### src/core/aes_defines.svh
/*
  Constants of the alarm event status block: register offsets, field
  positions, reset values and limits. Assumes inclusion by bare name from
  the package and the design modules; holds definitions only.

*/
`ifndef AES_DEFINES_SVH
`define AES_DEFINES_SVH

// ------------------------------------------------------------
// sizes
// ------------------------------------------------------------
`define AES_NUM_EVT    14
`define AES_LIST_ROWS  4'h7
`define AES_PQ_MAX     8'hFA

// ------------------------------------------------------------
// register offsets (byte addresses)
// ------------------------------------------------------------
`define AES_REG_STATUS 8'h00
`define AES_REG_COUNT  8'h04
`define AES_REG_LATCH  8'h08
`define AES_REG_ENABLE 8'h0C
`define AES_REG_CTRL   8'h10
`define AES_REG_IRQST  8'h14
`define AES_REG_IRQMSK 8'h18
`define AES_REG_QUEUE  8'h1C
`define AES_REG_SCROLL 8'h20

// ------------------------------------------------------------
// control fields and interrupt bits
// ------------------------------------------------------------
`define AES_CTRL_CLEAR  0
`define AES_CTRL_ACCEPT 1
`define AES_CTRL_TGLLAT 2
`define AES_CTRL_TGLEN  3
`define AES_CTRL_IDX_LO 8
`define AES_IRQ_NEWEVT  0
`define AES_IRQ_CLRDONE 1
`define AES_IRQ_SAVED   2

// ------------------------------------------------------------
// reset values
// ------------------------------------------------------------
`define AES_LATCH_RST  14'h0001
`define AES_ENABLE_RST 14'h0001
`define AES_IRQMSK_RST 3'h0

`endif

### src/core/aes_pkg.sv
/*
  Types shared by the alarm event status modules. Assumes the defines
  header is on the include path.
*/
`include "aes_defines.svh"

package aes_pkg;

  typedef logic [`AES_NUM_EVT-1:0] aes_evt_t;

  // keypad strobes, one cycle each
  typedef struct packed {
    logic scrollUp;
    logic scrollDown;
    logic accept;
    logic clear;
  } aes_keys_t;

  // mask pair as stored in nonvolatile memory
  typedef struct packed {
    aes_evt_t latchMask;
    aes_evt_t enMask;
  } aes_nv_t;

  typedef enum logic [2:0] {
    CLR_IDLE = 3'b001,
    CLR_WIPE = 3'b010,
    CLR_ACK  = 3'b100
  } aes_clr_t;

  // number of set bits in an event vector
  function automatic logic [3:0] aes_popcnt(input aes_evt_t v);
    logic [3:0] n;
    n = 4'h0;
    for (int i = 0; i < `AES_NUM_EVT; i++) begin
      n = n + 4'(v[i]);
    end
    return n;
  endfunction : aes_popcnt

endpackage : aes_pkg

### src/core/aes_counter.sv
/*
  Active event counter: registers the number of set status bits.
  Assumes a registered status vector at its input.
*/
`include "aes_defines.svh"

module aes_counter
  import aes_pkg::*;
(
  input  wire logic       clk,
  input  wire logic       resetn,
  input  wire aes_evt_t   status,
  output logic      [3:0] count_q
);

  // one flop stage keeps the adder tree off the read path
  always_ff @(posedge clk or negedge resetn) begin
    if (!resetn) begin
      count_q <= 4'h0;
    end else begin
      count_q <= aes_popcnt(status);
    end
  end
endmodule : aes_counter

### src/core/aes_scroller.sv
/*
  Event list scroller: keeps the first visible row of a seven-row list.
  Assumes one-cycle key strobes and a count that changes at any time.
*/
`include "aes_defines.svh"

module aes_scroller
  import aes_pkg::*;
(
  input  wire logic       clk,
  input  wire logic       resetn,
  input  wire logic [3:0] count,
  input  wire logic       up,
  input  wire logic       down,
  output logic      [3:0] pos_q,
  output logic            scrollable_q
);

  logic [3:0] maxPos;
  logic       more;
  logic [3:0] pos_d;

  // last legal first row; shrinking the list pulls the window back
  assign more   = count > `AES_LIST_ROWS;
  assign maxPos = more ? 4'(count - `AES_LIST_ROWS) : 4'h0;
  assign pos_d  = (pos_q > maxPos)         ? maxPos :
                  (down && pos_q < maxPos) ? 4'(pos_q + 4'h1) :
                  (up && pos_q != 4'h0)    ? 4'(pos_q - 4'h1) : pos_q;

  always_ff @(posedge clk or negedge resetn) begin
    if (!resetn) begin
      pos_q        <= 4'h0;
      scrollable_q <= 1'b0;
    end else begin
      pos_q        <= pos_d;
      scrollable_q <= more;
    end
  end
endmodule : aes_scroller

### src/core/aes_event_status.sv
/*
  Alarm event status block: fourteen event bits with enable and latch masks,
  clear sequence, active count, list scroller, nonvolatile save port,
  pulse queue readout and an interrupt.
  Assumes event conditions, keypad strobes and the register port are
  synchronous to clk; the nonvolatile memory accepts a one-cycle save
  strobe and may reload masks with a one-cycle load strobe after power-up.
*/
// The address map and the plain strobed port were chosen for this implementation.
`include "aes_defines.svh"

module aes_event_status
  import aes_pkg::*;
(
  input  wire logic        clk,
  input  wire logic        resetn,
  input  wire logic [7:0]  addr,
  input  wire logic [31:0] wrData,
  input  wire logic        wrStb,
  input  wire logic        rdStb,
  output logic      [31:0] rdData_q,
  input  wire aes_evt_t    evtCond,
  input  wire aes_keys_t   keys,
  input  wire logic [7:0]  pulseQueueOccupancy,
  input  wire logic        nvLoadStb,
  input  wire aes_nv_t     nvLoadData,
  output logic             nvWrStb_q,
  output aes_nv_t          nvWrData_q,
  output aes_evt_t         status_q,
  output logic      [3:0]  count_q,
  output logic             clrAck_q,
  output logic      [3:0]  scrollPos_q,
  output logic             scrollable_q,
  output logic             irq_q
);

  // ------------------------------------------------------------
  // state
  // ------------------------------------------------------------
  aes_evt_t   latchMask_q;
  aes_evt_t   latchMask_d;
  aes_evt_t   enMask_q;
  aes_evt_t   enMask_d;
  aes_evt_t   sticky_q;
  aes_evt_t   sticky_d;
  aes_evt_t   status_d;
  aes_clr_t   clrState_q;
  aes_clr_t   clrState_d;
  logic [2:0] irqSt_q;
  logic [2:0] irqSt_d;
  logic [2:0] irqMask_q;
  logic [31:0] rdMux;

  // ------------------------------------------------------------
  // register port decode
  // ------------------------------------------------------------
  logic     wrLatch;
  logic     wrEnable;
  logic     wrCtrl;
  logic     wrIrqMask;
  logic     rdIrqSt;
  logic     clearReq;
  logic     acceptEv;
  logic     tglLatch;
  logic     tglEn;
  aes_evt_t tglSel;
  logic [3:0] tglIdx;

  assign wrLatch   = wrStb && addr == `AES_REG_LATCH;
  assign wrEnable  = wrStb && addr == `AES_REG_ENABLE;
  assign wrCtrl    = wrStb && addr == `AES_REG_CTRL;
  assign wrIrqMask = wrStb && addr == `AES_REG_IRQMSK;
  assign rdIrqSt   = rdStb && addr == `AES_REG_IRQST;

  // keypad and host share the clear and accept commands
  assign clearReq = keys.clear || (wrCtrl && wrData[`AES_CTRL_CLEAR]);
  assign acceptEv = keys.accept || (wrCtrl && wrData[`AES_CTRL_ACCEPT]);
  assign tglLatch = wrCtrl && wrData[`AES_CTRL_TGLLAT];
  assign tglEn    = wrCtrl && wrData[`AES_CTRL_TGLEN];
  assign tglIdx   = wrData[`AES_CTRL_IDX_LO +: 4];

  // index beyond D selects nothing, so a bad toggle changes no bit
  assign tglSel = (tglIdx < 4'(`AES_NUM_EVT)) ? aes_evt_t'(1) << tglIdx : '0;

  // ------------------------------------------------------------
  // masks
  // ------------------------------------------------------------
  // a set bit enables the feature; toggles flip one bit; a whole-word
  // write beats a toggle in the same cycle, the nv reload beats both
  assign latchMask_d = nvLoadStb ? nvLoadData.latchMask :
                       wrLatch   ? wrData[`AES_NUM_EVT-1:0] :
                       tglLatch  ? latchMask_q ^ tglSel :
                                   latchMask_q;
  assign enMask_d    = nvLoadStb ? nvLoadData.enMask :
                       wrEnable  ? wrData[`AES_NUM_EVT-1:0] :
                       tglEn     ? enMask_q ^ tglSel :
                                   enMask_q;

  // masks are not touched by the clear sequence, only by reset defaults, whole-word writes, toggles and the nv reload
  always_ff @(posedge clk or negedge resetn) begin
    if (!resetn) begin
      latchMask_q <= `AES_LATCH_RST;
      enMask_q    <= `AES_ENABLE_RST;
    end else begin
      latchMask_q <= latchMask_d;
      enMask_q    <= enMask_d;
    end
  end

  // ------------------------------------------------------------
  // event status
  // ------------------------------------------------------------
  // sticky bits catch enabled, latched events; a condition present in
  // the wipe cycle survives, so no event is lost to the clear
  assign sticky_d = ((clrState_q == CLR_WIPE ? '0 : sticky_q)
                    | (evtCond & latchMask_q & enMask_q))
                    & latchMask_q & enMask_q;

  // disabled events never show; unlatched events follow the condition
  assign status_d = enMask_q & (evtCond | (sticky_d & latchMask_q));

  // status lives in volatile flops and comes up empty
  always_ff @(posedge clk or negedge resetn) begin
    if (!resetn) begin
      sticky_q <= '0;
      status_q <= '0;
    end else begin
      sticky_q <= sticky_d;
      status_q <= status_d;
    end
  end

  // ------------------------------------------------------------
  // clear sequence
  // ------------------------------------------------------------
  // wipe first, acknowledge one cycle later; requests during the
  // sequence are dropped since the wipe already covers them
  always_comb begin
    clrState_d = clrState_q;
    case (clrState_q)
      CLR_IDLE: begin
        if (clearReq) begin
          clrState_d = CLR_WIPE;
        end
      end
      CLR_WIPE: begin
        clrState_d = CLR_ACK;
      end
      CLR_ACK: begin
        clrState_d = CLR_IDLE;
      end
      default: begin
        clrState_d = CLR_IDLE;
      end
    endcase
  end

  always_ff @(posedge clk or negedge resetn) begin
    if (!resetn) begin
      clrState_q <= CLR_IDLE;
      clrAck_q   <= 1'b0;
    end else begin
      clrState_q <= clrState_d;
      clrAck_q   <= clrState_q == CLR_WIPE;
    end
  end

  // ------------------------------------------------------------
  // nonvolatile save
  // ------------------------------------------------------------
  // the saved image carries the masks as they stand after this cycle
  always_ff @(posedge clk or negedge resetn) begin
    if (!resetn) begin
      nvWrStb_q  <= 1'b0;
      nvWrData_q <= '0;
    end else begin
      nvWrStb_q <= acceptEv;
      if (acceptEv) begin
        nvWrData_q <= '{latchMask: latchMask_d, enMask: enMask_d};
      end
    end
  end

  // ------------------------------------------------------------
  // interrupt
  // ------------------------------------------------------------
  logic [2:0] irqEv;

  assign irqEv[`AES_IRQ_NEWEVT]  = |(status_d & ~status_q);
  assign irqEv[`AES_IRQ_CLRDONE] = clrState_q == CLR_WIPE;
  assign irqEv[`AES_IRQ_SAVED]   = acceptEv;
  // a read clears, but an event in the same cycle sets again
  assign irqSt_d = (rdIrqSt ? 3'h0 : irqSt_q) | irqEv;

  always_ff @(posedge clk or negedge resetn) begin
    if (!resetn) begin
      irqSt_q   <= 3'h0;
      irqMask_q <= `AES_IRQMSK_RST;
      irq_q     <= 1'b0;
    end else begin
      irqSt_q <= irqSt_d;
      if (wrIrqMask) begin
        irqMask_q <= wrData[2:0];
      end
      irq_q <= |(irqSt_d & (wrIrqMask ? wrData[2:0] : irqMask_q));
    end
  end

  // ------------------------------------------------------------
  // count and scroller
  // ------------------------------------------------------------
  aes_counter u_counter (
    .clk     (clk),
    .resetn  (resetn),
    .status  (status_q),
    .count_q (count_q)
  );

  aes_scroller u_scroller (
    .clk          (clk),
    .resetn       (resetn),
    .count        (count_q),
    .up           (keys.scrollUp),
    .down         (keys.scrollDown),
    .pos_q        (scrollPos_q),
    .scrollable_q (scrollable_q)
  );

  // ------------------------------------------------------------
  // read data
  // ------------------------------------------------------------
  // status, count, queue and scroll words are readouts only: no write
  // decode exists for them, so writes there simply fall away
  assign rdMux =
    (addr == `AES_REG_STATUS) ? 32'(status_q) :
    (addr == `AES_REG_COUNT)  ? 32'(count_q) :
    (addr == `AES_REG_LATCH)  ? 32'(latchMask_q) :
    (addr == `AES_REG_ENABLE) ? 32'(enMask_q) :
    (addr == `AES_REG_IRQST)  ? 32'(irqSt_q) :
    (addr == `AES_REG_IRQMSK) ? 32'(irqMask_q) :
    (addr == `AES_REG_QUEUE)  ? {16'h0, `AES_PQ_MAX, pulseQueueOccupancy} :
    (addr == `AES_REG_SCROLL) ? {23'h0, scrollable_q, 4'h0, scrollPos_q} :
                                32'h0;

  // data stand for exactly the cycle after the strobe
  always_ff @(posedge clk or negedge resetn) begin
    if (!resetn) begin
      rdData_q <= 32'h0;
    end else begin
      rdData_q <= rdStb ? rdMux : 32'h0;
    end
  end
endmodule : aes_event_status

### config.mk
export PLATFORM = sky130hd
export DESIGN_NAME = aes_event_status
export DESIGN_NICKNAME = d
export VERILOG_FILES = /design/src/core/aes_pkg.sv /design/src/core/aes_counter.sv /design/src/core/aes_scroller.sv /design/src/core/aes_event_status.sv
export VERILOG_INCLUDE_DIRS = /design/src /design/src/core
export SDC_FILE = /design/constraint.sdc
export NUM_CORES = 1
export LEC_CHECK = 0
export ABC_AREA = 1
export BUFFER_PORTS_ARGS = -buffer_cell sky130_fd_sc_hd__buf_2
export CAP_MARGIN = 20
export CORE_UTILIZATION = 35
export DETAILED_ROUTE_END_ITERATION = 16
export PLACE_DENSITY = 0.62
export RECOVER_POWER = 25
export SYNTH_ARGS = -nofsm -noshare
export SYNTH_HDL_FRONTEND = slang
export SYNTH_SLANG_ARGS = --single-unit
### constraint.sdc
create_clock -name clk -period 5.9 [get_ports clk]
set_clock_uncertainty 0.05 [all_clocks]
set_input_delay 0 -clock clk [delete_from_list [all_inputs] [get_ports clk]]
set_output_delay 0 -clock clk [all_outputs]
set_load 0.01 [all_outputs]
==> parameters.txt <==
Parameter                              Value

Power
  Highest ir drop seen on vdd    0.194 mV
  Switching Power    between 0.8 and 0.9 mW
  Internal power summed over all cells    1.91 mW
  Sequential share of power    0.363
  Switching share of power    0.318
  Pleak    5.07 nW
  Power share of the combinational group    0.262
  Pwr/cell area    306 nW/um^2
  Post-route total power    ~2.8 mW
  Clock network fraction of total power    0.374

Synthesis
  Synthesis-stage register bit count    120
  Share of Yosys cell area claimed by the top area cell type    0.417
  Avg Synthesized Cell Area    around 7.4 um^2
  Cells after synthesis    roughly 940
  Post-synthesis cell type with the largest combined area    sky130_fd_sc_hd__dfrtp_1
  Area of the mapped netlist    7020 um^2
  Yosys warning count    0
  Count of unique library cells instantiated by Yosys    38
  Leading post-synthesis cells by cell area    sky130_fd_sc_hd__dfrtp_1 42%, sky130_fd_sc_hd__nand2_1 20%, sky130_fd_sc_hd__inv_1 6.7%
  Sequential element share of the synthesized area    0.428

STA
  Slew @ Worst Pin    approximately 3 ns
  Final worst-path cycle share    0.652
  Setup violation total in the final timing report    0
  Max-Slew Margin vs Limit    -0.950
  Maximum frequency from static timing analysis    between 200 and 300 MHz
  Slew Limit Fails    54
  Accumulated negative setup slack    0 ns
  Number of hold violations in the final report    0
  Final min period    roughly 3.8 ns
  Setup repair after global routing missed its margin    no

Finish
  Commonest cells after routing, fill and taps aside    369 x sky130_fd_sc_hd__nand2_1, 127 x sky130_fd_sc_hd__buf_2, 126 x sky130_fd_sc_hd__inv_1, 117 x sky130_fd_sc_hd__dfrtp_1, 77 x sky130_fd_sc_hd__nand3_1
  Proportion of layout cells with a drive suffix above 1    0.167
  Reg area    between 3000 and 4000 um^2
  Leading cell type in the layout, fill and taps excluded    sky130_fd_sc_hd__nand2_1
  Number of nets in the layout    between 1,000 and 1,500
  Layout overhead on the synthesized area    30.3%
  Fill cell total of the finished layout    ~2,000
  Area occupied by multi-input gates    3300 um^2

Routing
  DRC violations left    0
  Sum of routed wire length over all layers    approximately 21 mm
  Initial drt markers    about 440
  Number of iterations in the first detailed-routing pass    5
  Antenna-violating nets left    0
  Number of vias after detailed routing    about 6,600
  Vias/cell    around 4.6
  Wire length per cell    ~15 um

Placement
  Number of buffer cells added on primary ports    150
  Detailed placement HPWL    15.7 mm
  Routability cong.    just over 0.9

Clock tree
  TritonCTS buffer count    17
  Maximum clock path buffer count    2
  Root buffer cell    sky130_fd_sc_hd__clkbuf_16
  Clock tree from TritonCTS    built
  Clock latency on the worst-skew pair    slightly above 0.4 ns
  Post-CTS Resized    0
  H-tree lvl count    4
  Clock Sinks    120
  Post-CTS Setup Inserts    0
  Clock transition at the registers of the reported paths    ~0.050 ns

Worst hold path
  Hold Path Class    input port to flip-flop
  Worst hold path cell count    7

Run status
  Failing checks    max-capacitance violations, max-slew violations
  Outcome    finished, violations left

Global routing
  Global-route wire length before repair    approximately 34 mm
  Overall overflow remaining after global route    0
  Antenna violations before repair    0
  Vias in the first global route    about 6,300
  Global router's overall resource usage    0.217
  Largest net degree at the start of global routing    slightly below 70

Critical path
  Kind of start point of the critical path    flip-flop
  Critical Path AT    just over 4 ns
  Critical path fanouts, max    4
  Endpoint class of the critical path    flip-flop
  Critical Setup Path Class    flip-flop to flip-flop
  Worst reg-to-reg path cell count    10
  CP Data Required Time    6.15 ns

Floorplan
  Effective utilization at floorplan    0.358
  Placeable core region    between 15,000 and 20,000 um^2
  Die X    around 140 um
  Number of rows in the core area    51
  Number of placed I/O pins    around 190
  Chip height    around 140 um
  Total Die Area    between 20,000 and 25,000 um^2

Run
  Max-cap violation count    1
-- flip-flops by register name, indices dropped and copies added (netlist names) --
name / cells
sticky_q: 14
u_scroller.scrollable_q: 1
clrAck_q: 1
enMask_q: 14
nvWrStb_q: 1
nvWrData_q: 28
irq_q: 1
irqSt_q: 3
status_q: 14
rdData_q: 15
clrState_q: 3
u_counter.count_q: 4
latchMask_q: 14
u_scroller.pos_q: 4
irqMask_q: 3
-- layout make-up --
cell class / instances / area share
inverters: 136 / 0.0558
well taps: 265 / 0.0362
repair buffers: 219 / 0.154
diodes: 1 / 0.000273
clock inverters: 9 / 0.0134
multi-input cells: 661 / 0.361
flip-flops and latches: 120 / 0.329
clock buffers: 23 / 0.0511
-- critical path, stage by stage (launching register included) --
cell and delay, ns:
sky130_fd_sc_hd__dfrtp_1 0.41, sky130_fd_sc_hd__ha_1 0.30, sky130_fd_sc_hd__inv_1 0.07, sky130_fd_sc_hd__fa_1 0.43, sky130_fd_sc_hd__fa_1 0.51, sky130_fd_sc_hd__fa_1 0.43
sky130_fd_sc_hd__fa_1 0.49, sky130_fd_sc_hd__inv_1 0.05, sky130_fd_sc_hd__fa_1 0.41, sky130_fd_sc_hd__fa_1 0.44, sky130_fd_sc_hd__xor2_1 0.15
-- synthesized netlist by cell type --
master,n
sky130_fd_sc_hd__a21boi_1,1
sky130_fd_sc_hd__a21oi_1,21
sky130_fd_sc_hd__a32o_1,4
sky130_fd_sc_hd__buf_2,9
sky130_fd_sc_hd__buf_4,20
sky130_fd_sc_hd__buf_6,2
sky130_fd_sc_hd__clkbuf_1,10
sky130_fd_sc_hd__clkinv_1,1
sky130_fd_sc_hd__conb_1,1
sky130_fd_sc_hd__dfrtp_1,117
sky130_fd_sc_hd__dfstp_2,3
sky130_fd_sc_hd__fa_1,9
sky130_fd_sc_hd__ha_1,13
sky130_fd_sc_hd__inv_1,126
sky130_fd_sc_hd__inv_2,9
sky130_fd_sc_hd__nand2_1,369
sky130_fd_sc_hd__nand2_2,11
sky130_fd_sc_hd__nand3_1,77
sky130_fd_sc_hd__nand3_2,1
sky130_fd_sc_hd__nand3_4,2
sky130_fd_sc_hd__nand4_1,5
sky130_fd_sc_hd__nor2_1,26
sky130_fd_sc_hd__nor2_2,4
sky130_fd_sc_hd__nor2_4,6
sky130_fd_sc_hd__nor2_8,1
sky130_fd_sc_hd__nor3_1,3
sky130_fd_sc_hd__nor3_2,1
sky130_fd_sc_hd__nor4_1,2
sky130_fd_sc_hd__o211ai_1,8
sky130_fd_sc_hd__o21ai_0,25
sky130_fd_sc_hd__o21ai_1,19
sky130_fd_sc_hd__o21bai_1,1
sky130_fd_sc_hd__o22ai_1,2
sky130_fd_sc_hd__o32ai_1,1
sky130_fd_sc_hd__o41ai_1,1
sky130_fd_sc_hd__or2_0,5
sky130_fd_sc_hd__xnor2_1,12
sky130_fd_sc_hd__xor2_1,15
-- final timing paths --
kind                       slack (ns)                    to           from
setup / recovery                 2.05  u_counter.count_q[2]    status_q[0]
min in group asynchronous        1.04           rdData_q[9]         resetn
max in group asynchronous        2.66       latchMask_q[12]         resetn
setup reg to reg                 2.05  u_counter.count_q[2]    status_q[0]
hold reg to reg                  0.41         clrState_q[1]  clrState_q[2]
hold / removal                 0.0005        nvWrData_q[12]     wrData[12]
-- cell families after synthesis --
group                    count (synthesis)  synth area share
AND/OR/NAND/NOR                        513             0.313
buffers and inverters                  177             0.109
flip-flops                             120             0.428
AO/OA/AOI/OAI                           83            0.0670
XOR/XNOR                                27            0.0337
adder cells (fa/ha/maj)                 22            0.0488
other                                    1          0.000534
-- power by group through the flow --
stage	registers, mW	logic [mW]	clock network (mW)
after floorplan	1.03	0.453	0
after global placement	1.03	0.683	0
after detailed placement	1.03	0.697	0
after CTS	1.02	0.745	1.06
after global routing	1.03	0.845	1.11
final	1.02	0.734	1.05
-- repair_timing --
item	4_1_cts	5_1_grt
hold buffers	67	0
hold endpoints to repair	150	0
endpoints found under the setup margin	0	0
-- per-layer routing --
metal	part of all wire	global-route usage	vias up	routed length [um]
met2	0.44	0.325	230	9210
met5	0	0	-	0
li1	-	-	3322	-
met1	0.48	0.312	3013	10100
met3	0.072	0.0497	22	1520
met4	0.011	0.0627	0	242
-- per-stage QoR --
step,utilization,std cells,worst slack [ns],hold WS [ns],cell area [um^2]
2_1_floorplan,-,958,2.12,-0.346,7080
3_3_place_gp,0.405,1334,2.09,0.0497,7930
3_5_place_dp,0.405,1334,2.05,0.0514,7930
4_1_cts,0.469,1433,2.04,0.00184,9190
5_1_grt,0.467,1433,1.93,0.0456,9150
6_report,0.467,1434,2.05,0.000534,9150
Note: power is estimated with default switching activity, not from simulation.
